[src/design/sdb_pkg.sv]
package sdb_pkg;

  // ----------------------------------------------------------------
  // Pin field widths and positions
  // ----------------------------------------------------------------
  localparam int ADDR_W   = 13;
  localparam int BANK_W   = 2;
  localparam int COL_W    = 11;
  localparam int AP_BIT   = 10;

  // Command code as {chip select, row strobe, column strobe, write enable}, all low active
  localparam logic [3:0] CMD_READ  = 4'h5;
  localparam logic [3:0] CMD_WRITE = 4'h4;
  localparam logic [3:0] CMD_PRE   = 4'h2;
  localparam logic [3:0] CMD_BST   = 4'h6;

  // ----------------------------------------------------------------
  // Register map (word index on the register port)
  // ----------------------------------------------------------------
  localparam logic [1:0] REG_MODE   = 2'h0;
  localparam logic [1:0] REG_STATUS = 2'h1;
  localparam logic [1:0] REG_WCOUNT = 2'h2;
  localparam logic [1:0] REG_ICOUNT = 2'h3;

  // Mode register field positions
  localparam int MODE_W      = 12;
  localparam int M_LEN_LSB   = 0;
  localparam int M_TYPE_BIT  = 3;
  localparam int M_CL_LSB    = 4;
  localparam int M_WSGL_BIT  = 9;
  localparam int M_ORG_LSB   = 10;

  // Burst length 4, sequential, latency 2, x16, burst writes
  localparam logic [11:0] MODE_RESET = 12'h422;

  localparam logic [2:0] LEN_MAX_FIXED = 3'h3;
  localparam logic [2:0] CL_THREE      = 3'h3;

  // Organisation codes
  localparam logic [1:0] ORG_X32 = 2'h0;
  localparam logic [1:0] ORG_X16 = 2'h1;
  localparam logic [1:0] ORG_X8  = 2'h2;

  // Page masks per organisation
  localparam logic [10:0] PAGE_X32 = 11'h1FF;
  localparam logic [10:0] PAGE_X16 = 11'h3FF;
  localparam logic [10:0] PAGE_X8  = 11'h7FF;

  localparam int CNT_W = 16;

endpackage

[src/design/sdb_burst_engine.sv]
// Function
// Read carries bank, column, auto-precharge; row closed when burst ends.
// First read word after CAS latency, one more word each edge.
// Burst done with no command: data pins float; full page wraps to 0.
// Controller chains reads latency-minus-one before last wanted word.
// A new read is accepted on any clock, any bank.
// Controller leaves turnaround room before a write after a read.
// Mask high three clocks ahead; output mask acts two clocks later.
// Truncating write floats pins; invalid unless mask was high before.
// Write data mask acts with zero latency.
// Precharge to same bank ends read latency-minus-one before last word.
// Burst terminate ends read latency-minus-one before last word.
// Write word captured with the command, then one per edge.
// Fixed write done: further input ignored; full page wraps to 0.
// New write on any clock truncates earlier write, takes its data.
// Read registered during write stops write data capture.
// Controller waits write recovery before precharge after write.
// Controller masks data before and at a write-truncating precharge.
// Controller waits row precharge time after precharge.
// Terminate ends write; data with the terminate is ignored.
// Unused column bits dropped per organisation.
// Read at n, latency m: drive after n+m-1, valid at n+m.
// Burst order by length, start column and sequential or interleaved type.
// Controller tracks open rows and sends idle cycles otherwise.
`timescale 1ns/1ps
module sdb_burst_engine #(
  parameter int DATA_W = 32
) (
  input  wire logic                      clk_sys_i,
  input  wire logic                      rst_n_i,
  input  wire logic                      cs_n_i,
  input  wire logic                      ras_n_i,
  input  wire logic                      cas_n_i,
  input  wire logic                      we_n_i,
  input  wire logic [1:0]                bank_select_i,
  input  wire logic [12:0]               addr_i,
  input  wire logic                      dqm_i,
  input  wire logic [DATA_W-1:0]         dq_i,
  output logic      [DATA_W-1:0]         dq_o,
  output logic                           dq_oe_o,
  output logic      [14:0]               mem_addr_o,
  output logic                           mem_rd_o,
  output logic                           mem_we_o,
  output logic      [DATA_W-1:0]         mem_wdata_o,
  input  wire logic [DATA_W-1:0]         mem_rdata_i,
  output logic                           bank_close_o,
  output logic      [1:0]                close_bank_o,
  input  wire logic [1:0]                reg_addr_i,
  input  wire logic [15:0]               reg_wdata_i,
  input  wire logic                      reg_wr_i,
  input  wire logic                      reg_rd_i,
  output logic      [15:0]               reg_rdata_o
);

  if (DATA_W < 8 || DATA_W > 64) begin : g_chk
    $error("sdb_burst_engine: DATA_W must lie in 8..64");
  end

  // ----------------------------------------------------------------
  // State
  // ----------------------------------------------------------------
  typedef struct packed {
    logic [11:0]       mode;
    logic              act;
    logic              wdir;
    logic              ap;
    logic [1:0]        bank;
    logic [2:0]        lcode;
    logic [10:0]       start;
    logic [10:0]       idx;
    logic [14:0]       maddr;
    logic              mrd;
    logic              mwe;
    logic [DATA_W-1:0] mwd;
    logic              p1_v;
    logic [DATA_W-1:0] p1_d;
    logic [DATA_W-1:0] dq;
    logic              dq_oe;
    logic              dqm_d1;
    logic              cls;
    logic [1:0]        cls_bank;
    logic [15:0]       rdata;
    logic [15:0]       wcnt;
    logic [15:0]       icnt;
  } sdb_state_t;

  sdb_state_t st_reg;
  sdb_state_t st_next;

  // ----------------------------------------------------------------
  // Helpers
  // ----------------------------------------------------------------
  function automatic logic [10:0] col_of(input logic [12:0] a, input logic [1:0] org);
    case (org)
      sdb_pkg::ORG_X32: col_of = {2'h0, a[8:0]};
      sdb_pkg::ORG_X16: col_of = {1'h0, a[9:0]};
      default:          col_of = {a[11], a[9:0]};
    endcase
  endfunction

  function automatic logic [10:0] page_of(input logic [1:0] org);
    case (org)
      sdb_pkg::ORG_X32: page_of = sdb_pkg::PAGE_X32;
      sdb_pkg::ORG_X16: page_of = sdb_pkg::PAGE_X16;
      default:          page_of = sdb_pkg::PAGE_X8;
    endcase
  endfunction

  function automatic logic fixed_len(input logic [2:0] code);
    fixed_len = (code <= sdb_pkg::LEN_MAX_FIXED);
  endfunction

  logic [3:0]  cmd;
  logic        is_rd;
  logic        is_wr;
  logic        is_bst;
  logic        is_pre;
  logic        cl3;
  logic [1:0]  org;
  logic [2:0]  rd_code;
  logic [2:0]  wr_code;
  logic [10:0] cmd_col;
  logic [10:0] blk;
  logic [10:0] col_nxt;
  logic        last;
  logic        kill;
  logic        src_v;
  logic        pend;

  assign cmd     = {cs_n_i, ras_n_i, cas_n_i, we_n_i};
  assign is_rd   = (cmd == sdb_pkg::CMD_READ);
  assign is_wr   = (cmd == sdb_pkg::CMD_WRITE);
  assign is_bst  = (cmd == sdb_pkg::CMD_BST);
  assign is_pre  = (cmd == sdb_pkg::CMD_PRE);
  assign cl3     = (st_reg.mode[sdb_pkg::M_CL_LSB +: 3] == sdb_pkg::CL_THREE);
  assign org     = st_reg.mode[sdb_pkg::M_ORG_LSB +: 2];
  assign rd_code = st_reg.mode[sdb_pkg::M_LEN_LSB +: 3];
  // Single-location writes use the burst-of-one code
  assign wr_code = st_reg.mode[sdb_pkg::M_WSGL_BIT] ? 3'h0 : rd_code;
  assign cmd_col = col_of(addr_i, org);

  // Full page wraps across the whole page, fixed bursts inside their block
  assign blk = fixed_len(st_reg.lcode) ?
               11'((11'h1 << st_reg.lcode) - 11'h1) : page_of(org);

  sdb_col_gen #(
    .COL_W (11)
  ) u_col_gen (
    .start_i (st_reg.start),
    .idx_i   (st_reg.idx),
    .blk_i   (blk),
    .il_i    (st_reg.mode[sdb_pkg::M_TYPE_BIT] & fixed_len(st_reg.lcode)),
    .col_o   (col_nxt)
  );

  assign last = fixed_len(st_reg.lcode) &&
                (st_reg.idx == 11'((11'h1 << st_reg.lcode) - 11'h1));
  // Terminate, precharge to this bank or all banks, or any new access ends a burst
  assign kill = is_rd | is_wr | is_bst |
                (is_pre & (addr_i[sdb_pkg::AP_BIT] | (bank_select_i == st_reg.bank)));
  // Read output still on its way to the pins
  assign pend = st_reg.mrd | st_reg.p1_v | st_reg.dq_oe;

  // ----------------------------------------------------------------
  // Next state
  // ----------------------------------------------------------------
  always_comb begin
    st_next        = st_reg;
    st_next.mrd    = 1'b0;
    st_next.mwe    = 1'b0;
    st_next.cls    = 1'b0;
    st_next.rdata  = 16'h0000;
    st_next.dqm_d1 = dqm_i;

    // Output path: one extra stage for latency three
    st_next.p1_v  = st_reg.mrd;
    st_next.p1_d  = mem_rdata_i;
    src_v         = cl3 ? st_reg.p1_v : st_reg.mrd;
    st_next.dq    = cl3 ? st_reg.p1_d : mem_rdata_i;
    // Mask taken at the previous edge gives the two-clock output latency
    st_next.dq_oe = src_v & ~st_reg.dqm_d1;

    // Running burst, one column per edge
    if (st_reg.act) begin
      st_next.maddr = {st_reg.bank, col_nxt};
      st_next.idx   = st_reg.idx + 11'h001;
      if (st_reg.wdir) begin
        st_next.mwe = ~dqm_i;
        st_next.mwd = dq_i;
      end else begin
        st_next.mrd = 1'b1;
      end
      if (last) begin
        st_next.act      = 1'b0;
        st_next.cls      = st_reg.ap;
        st_next.cls_bank = st_reg.bank;
      end
    end

    // Truncation: the word of this edge is neither issued nor written
    if (kill && st_reg.act) begin
      st_next.act      = 1'b0;
      st_next.mrd      = 1'b0;
      st_next.mwe      = 1'b0;
      st_next.cls      = st_reg.ap;
      st_next.cls_bank = st_reg.bank;
    end

    if (is_rd) begin
      st_next.maddr = {bank_select_i, cmd_col};
      st_next.mrd   = 1'b1;
      st_next.act   = (rd_code != 3'h0);
      st_next.wdir  = 1'b0;
      st_next.ap    = addr_i[sdb_pkg::AP_BIT];
      st_next.bank  = bank_select_i;
      st_next.lcode = rd_code;
      st_next.start = cmd_col;
      st_next.idx   = 11'h001;
      if (rd_code == 3'h0 && addr_i[sdb_pkg::AP_BIT]) begin
        st_next.cls      = 1'b1;
        st_next.cls_bank = bank_select_i;
      end
    end

    if (is_wr) begin
      // Read output is dropped at once, whatever the mask
      st_next.p1_v  = 1'b0;
      st_next.dq_oe = 1'b0;
      if (pend && !st_reg.dqm_d1) begin
        // Mask was low the clock before: the write is refused
        st_next.icnt = st_reg.icnt + 16'h0001;
      end else begin
        st_next.maddr = {bank_select_i, cmd_col};
        st_next.mwe   = ~dqm_i;
        st_next.mwd   = dq_i;
        st_next.act   = (wr_code != 3'h0);
        st_next.wdir  = 1'b1;
        st_next.ap    = addr_i[sdb_pkg::AP_BIT];
        st_next.bank  = bank_select_i;
        st_next.lcode = wr_code;
        st_next.start = cmd_col;
        st_next.idx   = 11'h001;
        if (wr_code == 3'h0 && addr_i[sdb_pkg::AP_BIT]) begin
          st_next.cls      = 1'b1;
          st_next.cls_bank = bank_select_i;
        end
      end
    end

    if (st_next.mwe) begin
      st_next.wcnt = st_reg.wcnt + 16'h0001;
    end

    // Register port
    if (reg_wr_i && reg_addr_i == sdb_pkg::REG_MODE) begin
      st_next.mode = reg_wdata_i[sdb_pkg::MODE_W-1:0];
    end
    if (reg_rd_i) begin
      case (reg_addr_i)
        sdb_pkg::REG_MODE:   st_next.rdata = {4'h0, st_reg.mode};
        sdb_pkg::REG_STATUS: st_next.rdata = {13'h0000, st_reg.dq_oe,
                                              st_reg.act & st_reg.wdir,
                                              st_reg.act & ~st_reg.wdir};
        sdb_pkg::REG_WCOUNT: st_next.rdata = st_reg.wcnt;
        default:             st_next.rdata = st_reg.icnt;
      endcase
    end
  end

  always_ff @(posedge clk_sys_i) begin
    if (!rst_n_i) begin
      st_reg      <= '0;
      st_reg.mode <= sdb_pkg::MODE_RESET;
    end else begin
      st_reg <= st_next;
    end
  end

  assign dq_o         = st_reg.dq;
  assign dq_oe_o      = st_reg.dq_oe;
  assign mem_addr_o   = st_reg.maddr;
  assign mem_rd_o     = st_reg.mrd;
  assign mem_we_o     = st_reg.mwe;
  assign mem_wdata_o  = st_reg.mwd;
  assign bank_close_o = st_reg.cls;
  assign close_bank_o = st_reg.cls_bank;
  assign reg_rdata_o  = st_reg.rdata;
endmodule

[src/design/sdb_col_gen.sv]
`timescale 1ns/1ps
module sdb_col_gen #(
  parameter int COL_W = 11
) (
  input  wire logic [COL_W-1:0] start_i,
  input  wire logic [COL_W-1:0] idx_i,
  input  wire logic [COL_W-1:0] blk_i,
  input  wire logic             il_i,
  output logic      [COL_W-1:0] col_o
);

  // ----------------------------------------------------------------
  // Burst column order
  // ----------------------------------------------------------------
  // Upper bits stay fixed so the burst wraps inside its aligned block
  logic [COL_W-1:0] step;

  always_comb begin
    step  = il_i ? (start_i ^ idx_i) : COL_W'(start_i + idx_i);
    col_o = (start_i & ~blk_i) | (step & blk_i);
  end

endmodule

[config.mk]
export PLATFORM = sky130hd
export DESIGN_NAME = sdb_burst_engine
export DESIGN_NICKNAME = d
export VERILOG_FILES = /design/src/design/sdb_pkg.sv /design/src/design/sdb_burst_engine.sv /design/src/design/sdb_col_gen.sv
export SDC_FILE = /design/constraint.sdc
export NUM_CORES = 1
export LEC_CHECK = 0
export BUFFER_PORTS_ARGS = -buffer_cell sky130_fd_sc_hd__buf_2
export CAP_MARGIN = 20
export CORE_UTILIZATION = 40
export CTS_CLUSTER_DIAMETER = 60
export DETAILED_ROUTE_END_ITERATION = 8
export PLACE_DENSITY = 0.75
export SLEW_MARGIN = 20
export SYNTH_ARGS = -nofsm -noshare
export SYNTH_HDL_FRONTEND = slang
export SYNTH_SLANG_ARGS = --single-unit
[constraint.sdc]
create_clock -name clk_sys_i -period 2.95 [get_ports clk_sys_i]
set_input_delay 0.295 -clock clk_sys_i [delete_from_list [all_inputs] [get_ports clk_sys_i]]
set_output_delay 0.295 -clock clk_sys_i [all_outputs]
set_load 0.005 [all_outputs]
==> results.md, run 1 <==
- The run finished with clean final reports.
- The clock skew is between 0.008 and 0.009 ns.
- In this run the number of H-tree levels came out at 1.
- The cell type group with the largest total delay on the critical path is simple AND/OR/NAND/NOR gates.
- The area share of the leading cell type in the synthesized netlist is 0.440.
- Summed over all failing endpoints, the final setup total negative slack is 0 ns.
- The startpoint identified for the worst hold timing path is addr_i[3].
- TritonCTS built the clock tree.
- Sorting the synthesized cells by area gives the leading types as sky130_fd_sc_hd__dfxtp_1 44%, sky130_fd_sc_hd__nand2_1 9.4%, sky130_fd_sc_hd__buf_4 7.7%.
- The port buffer count is 201.
- Synthesis produced a netlist with a net count of 1276.
- The min-delay analysis places its worst path in the category input pin to flop.
- The wire length after detailed routing is approximately 23 mm.
- The die covers 24400 um2.
- Setup repair after global routing left no endpoint under its margin.
- After clock tree synthesis, the setup repair step added 0 buffers.
- During synthesis, Yosys emitted a total of 0 warnings.
- The number of fill cells in the layout is 2320.
- In the final layout, the share of cells above drive strength 1 is 0.214.
- The worst endpoint required time is 3.40 ns.
- The detail-routed via count per cell is 5.00.
- The share of the Yosys chip area taken by registers is 0.440.
- Static timing analysis puts the maximum clock frequency at about 0.36 GHz.
- The count of unique library cells instantiated by Yosys is 67.
- In this run the critical register-to-register path is captured at close_bank_o[0]$_SDFF_PN0_.
- The y dimension of the die is 156 um.
- Counting I/O delays and the setup requirement, the final critical path takes around 2.8 ns.
- The max-slew violation count is 0.
- The synthesized design contains 0 enable-type register cells.
- The floorplan step defined a core boundary enclosing 23400 um2.
- The critical path's slowest cell is sky130_fd_sc_hd__dfxtp_1.
- Pin placement for this block handled 207 I/O pins.
- The register-to-register path setup slack is about 0.16 ns.
- TritonCTS created 23 clock buffers.
- For the worst-skew pair, the clock arrives at the later sink with an insertion delay of 0.51 ns.
- The initial utilization of the core area, before any placement, comes to 0.407.
- The first routing iteration left approximately 490 violations.
- The flip-flop and latch area is 4180 um2.
- The filler-free cell count of the finished design is ~1600.
- The largest net degree at the start of global routing is 87.
- At the worst endpoint, the arrival time is 3.24 ns.
- After synthesis, the most frequently instantiated cells are 238 x sky130_fd_sc_hd__nand2_1, 209 x sky130_fd_sc_hd__dfxtp_1, 139 x sky130_fd_sc_hd__a21oi_1, 97 x sky130_fd_sc_hd__buf_4, 74 x sky130_fd_sc_hd__nor2_1.
- The number of buffers and inverters on the critical path is 0.
- The tool flagged a number of max-cap violations equal to 0.
- The count of mapped cells out of synthesis is 1155.
- The combined global-route utilization of all metal layers is 0.189.
- Summing every instance area after synthesis gives 9520 um2.
- The worst hold path stage count is 3.
- The most used flip-flop cell after synthesis is sky130_fd_sc_hd__dfxtp_1.
- The number of hold-slack violations in the final timing report is 0.
- At the end of routability-driven placement, the weighted congestion stood at a little under 0.9.
- In the post-synthesis netlist, the cell with the most instances is sky130_fd_sc_hd__nand2_1.
- The number of routed nets with antenna violations is 0.
- The cell at the root of the clock tree is sky130_fd_sc_hd__clkbuf_16.
- The total setup violations reported at the end of the flow is 0.
- The biggest cell delay along the critical path is roughly 0.49 ns.
- The detailed-placement wirelength estimate is around 16 mm.
- For the pin with the worst max-slew slack, the measured transition is 0.927 ns.
- The number of flip-flops under the largest register name is slightly above 100.
- The critical path goes through or3_1 > ha_1 > or3b_1 > nor3b_1 > o2111ai_1 > nor4_2 > or4_1 > nand3_1.
- For this design the static power due to leakage is 4.66 nW.
- In this run the tightest slew margin relative to its limit is 0.382.
- Detailed routing inserted a total of 8012 vias.
- The worst setup path is captured at a flop.
- After global routing the overflow that remains totals 0.
- In the final layout, the multi-input gates occupy about 4300 um2.
- The average routed wire per standard cell is about 15 um.
- In this run the mean area of a mapped cell was just over 8 um2.
- At the end of the flow, the number of nets in the layout was roughly 1400.
- The beginning of the worst register-to-register path is st_reg[189]$_SDFF_PN0_.
- In this run the worst path has a maximum fanout of 8.
- The peak supply drop is ~400 uV.
- The depth of the most critical reg-to-reg path is 8.
- The floorplan has 56 rows.
- In this run the deepest clock path goes through 3 buffers.
- The overall die width is 156 um.
- The first global-routing pass estimated 37.5 mm of wire.
- The area growth from synthesis to layout is 17.3%.
- The critical path is of the flop to flop type.
- Dividing the final minimum period by the clock period gives 0.945.
- The initial antenna violation count was 4.
- The count of state elements after synthesis is 209.
- The residual DRC count is 0.
- Clock-pin slew was measured on the worst setup and hold paths at 0.06 ns.
- The post-route core utilization is 0.477.
- Counting every sink on the clock net gives roughly 210.
- The via count of the first global-routing pass is 7580.
- In the synthesized netlist the async set-or-reset flop fraction comes to 0.
- Summed over all instances, the cell type with the most area after synthesis is sky130_fd_sc_hd__dfxtp_1.
- The critical path launch point type is a flop.
- The pre-antenna-repair detailed-routing pass consisted of 5 iterations.
- The path with the worst hold slack has its endpoint at mem_addr_o[3]$_SDFF_PN0_.
- In this run the power density over the cells is 568 nW/um2.
- The cell count after placement is 1529.
[power breakdown]
part	leakage [nW]	total [mW]	switching, mW	internal [mW]
Combinational	2.57	0.506	0.279	0.227
Sequential	1.71	2.97	0.0519	2.92
Clock	0.380	2.87	1.13	1.74
[kinds of logic (layout without fill, tap and decap cells)]
| family | Yosys count | count (layout) | share of synthesized area |
|---|---|---|---|
| DFF | 209 | 209 | 0.440 |
| muxes | 33 | 33 | 0.0364 |
| AOI/OAI and AO/OA | 224 | 224 | 0.136 |
| and+or+nand+nor | 465 | 465 | 0.227 |
| adders and majority gates | 15 | 15 | 0.0205 |
| other | 0 | 2 | 0 |
| buffers and inverters | 173 | 299 | 0.108 |
| xor gates and xnor gates | 36 | 36 | 0.0331 |
[worst max-delay path by stage]
stage	startpoint	to	slack (ns)	cells after the start
floorplan	st_reg[191]$_SDFF_PN0_	close_bank_o[0]$_SDFF_PN0_	0.17	12
global placement	st_reg[191]$_SDFF_PN0_	close_bank_o[0]$_SDFF_PN0_	0.19	8
detailed placement	st_reg[191]$_SDFF_PN0_	close_bank_o[0]$_SDFF_PN0_	0.14	8
CTS	st_reg[191]$_SDFF_PN0_	close_bank_o[0]$_SDFF_PN0_	0.13	8
global route	st_reg[189]$_SDFF_PN0_	close_bank_o[0]$_SDFF_PN0_	0.03	8
finish	st_reg[189]$_SDFF_PN0_	close_bank_o[0]$_SDFF_PN0_	0.16	8
[final cells by class]
type                       count  share of cell area
clock inverter                 7             0.00617
antenna                        2            0.000448
inverter                      15             0.00527
tap                          319              0.0358
timing repair buffer         244               0.126
clock buffer                  33              0.0630
sequential                   209               0.375
multi-input combinational    773               0.388
[repair_timing]
item / 4_1_cts / 5_1_grt
endpoints found under the hold margin: 31 / 0
resized for setup: 0 / 1
endpoints found under the setup margin: 0 / 3
hold buffers: 31 / 0
[metal layers]
layer / wire length [um] / up-vias / share of wire / track usage
met5: 27 / - / 0.0012 / 0
met4: 656 / 4 / 0.028 / 0.0621
met3: 1470 / 50 / 0.063 / 0.0415
met2: 11000 / 227 / 0.47 / 0.320
met1: 10100 / 3709 / 0.43 / 0.238
li1: - / 4022 / - / -
[layout by cell type (no fill, tap or decap), types with 8 or more instances in the layout]
master                          count
sky130_fd_sc_hd__nand2_1          238
sky130_fd_sc_hd__dfxtp_1          209
sky130_fd_sc_hd__buf_2            201
sky130_fd_sc_hd__a21oi_1          138
sky130_fd_sc_hd__nor2_1            73
sky130_fd_sc_hd__and2_1            40
sky130_fd_sc_hd__dlygate4sd3_1     31
sky130_fd_sc_hd__mux2i_1           29
sky130_fd_sc_hd__o21ai_0           28
sky130_fd_sc_hd__nand3_1           23
sky130_fd_sc_hd__clkbuf_16         23
sky130_fd_sc_hd__xnor2_1           21
sky130_fd_sc_hd__nand2b_1          16
sky130_fd_sc_hd__xor2_1            15
sky130_fd_sc_hd__ha_1              14
sky130_fd_sc_hd__inv_1             13
sky130_fd_sc_hd__nand4_1           13
sky130_fd_sc_hd__buf_4             12
sky130_fd_sc_hd__nor3_1            10
sky130_fd_sc_hd__o211ai_1          10
sky130_fd_sc_hd__clkbuf_8           9
sky130_fd_sc_hd__and3_1             8
[worst min-delay path, cell delays in order]
cell and delay (ns):
sky130_fd_sc_hd__buf_2 0.09, sky130_fd_sc_hd__nand3_1 0.06, sky130_fd_sc_hd__o31ai_1 0.06
[through the flow]
step	power (mW)	hold WS [ns]	instance area, um2	setup slack, ns
final	6.34	0.0220	11200	0.162
after floorplan	3.36	0.417	9520	0.166
after detailed placement	3.50	0.427	10100	0.135
after CTS	6.43	0.0000323	11100	0.132
after global routing	6.62	0.00477	11200	0.0289
after global placement	3.49	0.420	10100	0.190
Power figures use the tool's default switching activity.
==> run 2, diff against run 1 <==
- ABC_AREA: default -> 1
==> run 2 against run 1 <==
Compared with the run above:
- worst hold slack is essentially flat
- clock power grew 9.8%
- sequential share of layout area shrank 1.9 points
- largest power group is now the clock network
- sequential power is essentially flat
- total power grew 7.4%
- count of clock-buffer cells in the layout grew 2
- core utilization grew 0.45 points
- non-clock buffer count grew 7
==> results.md, run 2 <==
- The via count of the first global-routing pass is 8497 (was 7580).
- RSZ-0062 raised after global routing: no (unchanged).
- Leading cell types by count after synthesis: 247 x sky130_fd_sc_hd__nand2_1, 209 x sky130_fd_sc_hd__dfxtp_1, 180 x sky130_fd_sc_hd__inv_1, 140 x sky130_fd_sc_hd__nor2_1 (was 238 x sky130_fd_sc_hd__nand2_1, 209 x sky130_fd_sc_hd__dfxtp_1, 139 x sky130_fd_sc_hd__a21oi_1, 97 x sky130_fd_sc_hd__buf_4, 74 x sky130_fd_sc_hd__nor2_1).
- The clock skew is 0.0190 ns (was 0.00897 ns).
- The biggest cell delay along the critical path was 0.38 ns (was 0.49 ns).
- The reported max-cap violation count is 0 (unchanged).
- The actual slew at the worst max-slew pin is 0.615 ns (was 0.927 ns).
- The number of iterations in the first detailed-routing pass is 5 (unchanged).
- The worst hold path class is input pin to flop (unchanged).
- The y dimension of the die is 160 um (was 156 um).
- The count of flip-flops with a built-in enable after synthesis is 0 (unchanged).
- The critical path launch point type is a flop (unchanged).
- The clock sink count came to 209 (unchanged).
- The number of flip-flops under the largest register name is 103 (unchanged).
- The cell at the root of the clock tree is sky130_fd_sc_hd__clkbuf_16 (unchanged).
- The overall die width is 160 um (was 156 um).
- The total CTS buffers was 26 (was 23).
- The full die area is 25600 um2 (was 24400 um2).
- The path type of the worst setup path is flop to flop (unchanged).
- The total via count after detailed routing came to 9017 (was 8012).
- The last weighted congestion value of the routability-driven placer is 0.886 (was 0.878).
- The capturing element type of the critical path is a flop (unchanged).
- The filler-free cell count of the finished design came to 1853 (was 1602).
- The total grt overflow is 0 (unchanged).
- The cell taking the most area after synthesis is sky130_fd_sc_hd__dfxtp_1 (unchanged).
- The highest net fanout along the worst path came to 7 (was 8).
- The flip-flop and latch area is 4180 um2 (unchanged).
- The share of the synthesized netlist area taken by xor and xnor gates is 0.0237 (was 0.0331).
- The initial antenna violation count is 0 (was 4).
- The effective utilization at floorplan is 0.409 (was 0.407).
- The worst endpoint required time is 3.34 ns (was 3.40 ns).
- The post-route core utilization came to 0.481 (was 0.477).
- The area share of the leading cell type in the synthesized netlist came to 0.420 (was 0.440).
- The power per unit of standard cell area came to 580 nW/um2 (was 568 nW/um2).
- The port buffer count came to 201 (unchanged).
- The synthesized area is 9970 um2 (was 9520 um2).
- The wire length after detailed routing was 25.5 mm (was 23.3 mm).
- Top post-synthesis cells by area: sky130_fd_sc_hd__dfxtp_1 42%, sky130_fd_sc_hd__nand2_1 9.3%, sky130_fd_sc_hd__buf_4 7.5% (was sky130_fd_sc_hd__dfxtp_1 44%, sky130_fd_sc_hd__nand2_1 9.4%, sky130_fd_sc_hd__buf_4 7.7%).
- The critical path's slowest cell was sky130_fd_sc_hd__dfxtp_1 (unchanged).
- The number of routed nets with antenna violations is 0 (unchanged).
- The area of the core region is 24400 um2 (was 23400 um2).
- The clock-pin slew on the worst setup and hold paths came to 0.06 ns (about the same).
- The combined area of the multi-input logic cells is 4100 um2 (was 4340 um2).
- The count of state elements after synthesis is 209 (unchanged).
- The area added between synthesis and finish came to 17.8% (was 17.3%).
- The number of fill cells in the layout is 2329 (was 2320).
- The total number of H-tree levels came to 1 (unchanged).
- The number of cells upsized or downsized after cts is 0 (unchanged).
- The minimum period implied by the final worst setup slack is 2.38 ns (was 2.79 ns).
- The total chip power was 6.81 mW (was 6.34 mW).
- The post-synthesis simple-gate area fraction is 0.212 (was 0.227).
- The most used flip-flop cell after synthesis is sky130_fd_sc_hd__dfxtp_1 (unchanged).
- The period utilization came to 0.805 (was 0.945).
- The timing-limited maximum frequency was 0.421 GHz (was 0.359 GHz).
- The mux cell area share after synthesis is 0 (was 0.0364).
- The adder-cell share of the synthesized area was 0.0196 (was 0.0205).
- The post-synth net total was 1501 (was 1276).
- The post-synthesis sequential area ratio is 0.420 (was 0.440).
- The max-slew violation count came to 0 (unchanged).
- The wire length of the first global-routing pass is 41.4 mm (was 37.5 mm).
- The count of mapped cells out of synthesis is 1380 (was 1155).
- The buffer depth of the longest clock path is 3 (unchanged).
- The commonest non-fill, non-tap cell in the layout is sky130_fd_sc_hd__nand2_1 (unchanged).
- The residual DRC count is 0 (unchanged).
- The dominant combinational cell family by area after synthesis was simple AND/OR/NAND/NOR gates (unchanged).
- The insertion delay of the later-clocked pin in the worst-skew pair came to 0.53 ns (was 0.51 ns).
- The placement-stage cell area is 10500 um2 (was 10100 um2).
- Sequence of cells on the critical path: nor2_1 > nand2_1 > ha_1 > inv_1 > nand2_1 > nand2_1 > nor3_1 > nand2_1 > nor2_1 > nand3_1 > nand2_1 > nand2_1 > nand2_1 > a21oi_1 (was or3_1 > ha_1 > or3b_1 > nor3b_1 > o2111ai_1 > nor4_2 > or4_1 > nand3_1).
- The final instance area was 11700 um2 (was 11200 um2).
- The detailed-placement wirelength estimate is 17.8 mm (was 15.7 mm).
- Run status: completed (unchanged).
- The area fraction in compound gates after synthesis was 0.155 (was 0.136).
- The cell count after placement is 1770 (was 1529).
- The total setup violations reported at the end of the flow was 0 (unchanged).
- The I/O pin count is 207 (unchanged).
- The number of hold-slack violations in the final timing report came to 0 (unchanged).
- The share of cells above drive strength 1 is 0.183 (was 0.214).
- The count of nets after finishing came to 1629 (was 1387).
- The combined global-route utilization of all metal layers came to 0.195 (was 0.189).
- The arrival time reported for the critical path endpoint came to 2.76 ns (was 3.24 ns).
- The number of standard-cell rows in the floorplan is 57 (was 56).
- The mean area per synthesized cell is 7.23 um2 (was 8.24 um2).
- The leakage power figure is 5.56 nW (was 4.66 nW).
- The worst max-slew margin expressed relative to the limit was 0.589 (was 0.382).
- The count of unique library cells instantiated by Yosys is 45 (was 67).
- Most used cells in the layout excluding fill and tap cells: 247 x sky130_fd_sc_hd__nand2_1, 209 x sky130_fd_sc_hd__dfxtp_1, 200 x sky130_fd_sc_hd__buf_2 (was 238 x sky130_fd_sc_hd__nand2_1, 209 x sky130_fd_sc_hd__dfxtp_1, 201 x sky130_fd_sc_hd__buf_2).
- The average routed wire per standard cell was 13.8 um (was 14.5 um).
- The most common cell in the synthesized netlist was sky130_fd_sc_hd__nand2_1 (unchanged).
- The post-route setup TNS was 0 ns (unchanged).
- The peak supply drop was 461 uV (was 401 uV).
- The detail-routed via count per cell is 4.87 (was 5.00).
- The TritonCTS clock tree is done (unchanged).
- The number of warnings printed during yosys synthesis was 0 (unchanged).
- The fraction of registers with async set or reset after synthesis is 0 (unchanged).
- The violation count after the first detailed-routing iteration is 651 (was 486).
- The most numerous cell on the critical path is sky130_fd_sc_hd__nand2_1.
- The largest net degree at the start of global routing was 65 (was 87).
[run 2: cell count changes after synthesis, sizes merged, moves of 29 or more]
cell,before,now
mux2i,29,0
o21ai,29,133
inv,13,185
nand3,24,58
nor2,74,145
and2,40,0
[run 2: cell type report]
cell class,count,area share
Timing Repair Buffer,251,0.125
Clock buffer,35,0.0634
Clock inverter,13,0.0112
Sequential cell,209,0.356
Antenna cell,1,0.000213
Inverter,189,0.0604
Multi-Input combinational cell,831,0.349
Tap cell,324,0.0345
[run 2: cell families after synthesis]
kind of cell / after synthesis
fa+ha+maj: 15
buf+inv: 340
flops: 209
xor+xnor: 27
simple gates: 501
compound gates: 288
[run 2: final timing paths]
check	start	slack (ns)	to	depth (start not counted)
worst max-delay path	st_reg[190]$_SDFF_PN0_	0.57	close_bank_o[0]$_SDFF_PN0_	14
worst min-delay path	reg_wdata_i[6]	0.02	st_reg[203]$_SDFFE_PN0P_	3
worst max register to register	st_reg[190]$_SDFF_PN0_	0.57	close_bank_o[0]$_SDFF_PN0_	14
worst min register to register	mem_addr_o[14]$_SDFF_PN0_	0.44	mem_addr_o[14]$_SDFF_PN0_	2
[run 2: power breakdown]
part           total, mW  switching, mW  internal (mW)
registers           3.00         0.0592           2.94
clock network       3.15           1.27           1.88
logic              0.662          0.391          0.271
[run 2: what timing repair did]
action / in CTS / in global routing
hold buffers: 34 / 0
buffers inserted: 0 / 0
hold endpoints to repair: 34 / 0
[run 2: per-stage QoR]
step           hold WS (ns)  setup WS (ns)
2_1_floorplan         0.388           1.04
3_3_place_gp          0.412          0.694
3_5_place_dp          0.424          0.646
4_1_cts            0.000920          0.584
5_1_grt              0.0448          0.251
6_report             0.0223          0.574
[run 2: critical path: cells and delay by family, from the launching register on]
kind | cells | cell delay, ns
simple gates | 11 | 1.38
fa+ha+maj | 1 | 0.34
compound gates | 1 | 0.06
buf+inv | 1 | 0.08
flops | 1 | 0.38
[run 2: routing by layer]
metal | up-vias | wire (um) | global-route usage
met2 | 295 | 11700 | 0.334
met4 | 0 | 738 | 0.0675
li1 | 4586 | - | -
met5 | - | 0 | 0
met3 | 56 | 1790 | 0.0455
met1 | 4080 | 11300 | 0.240
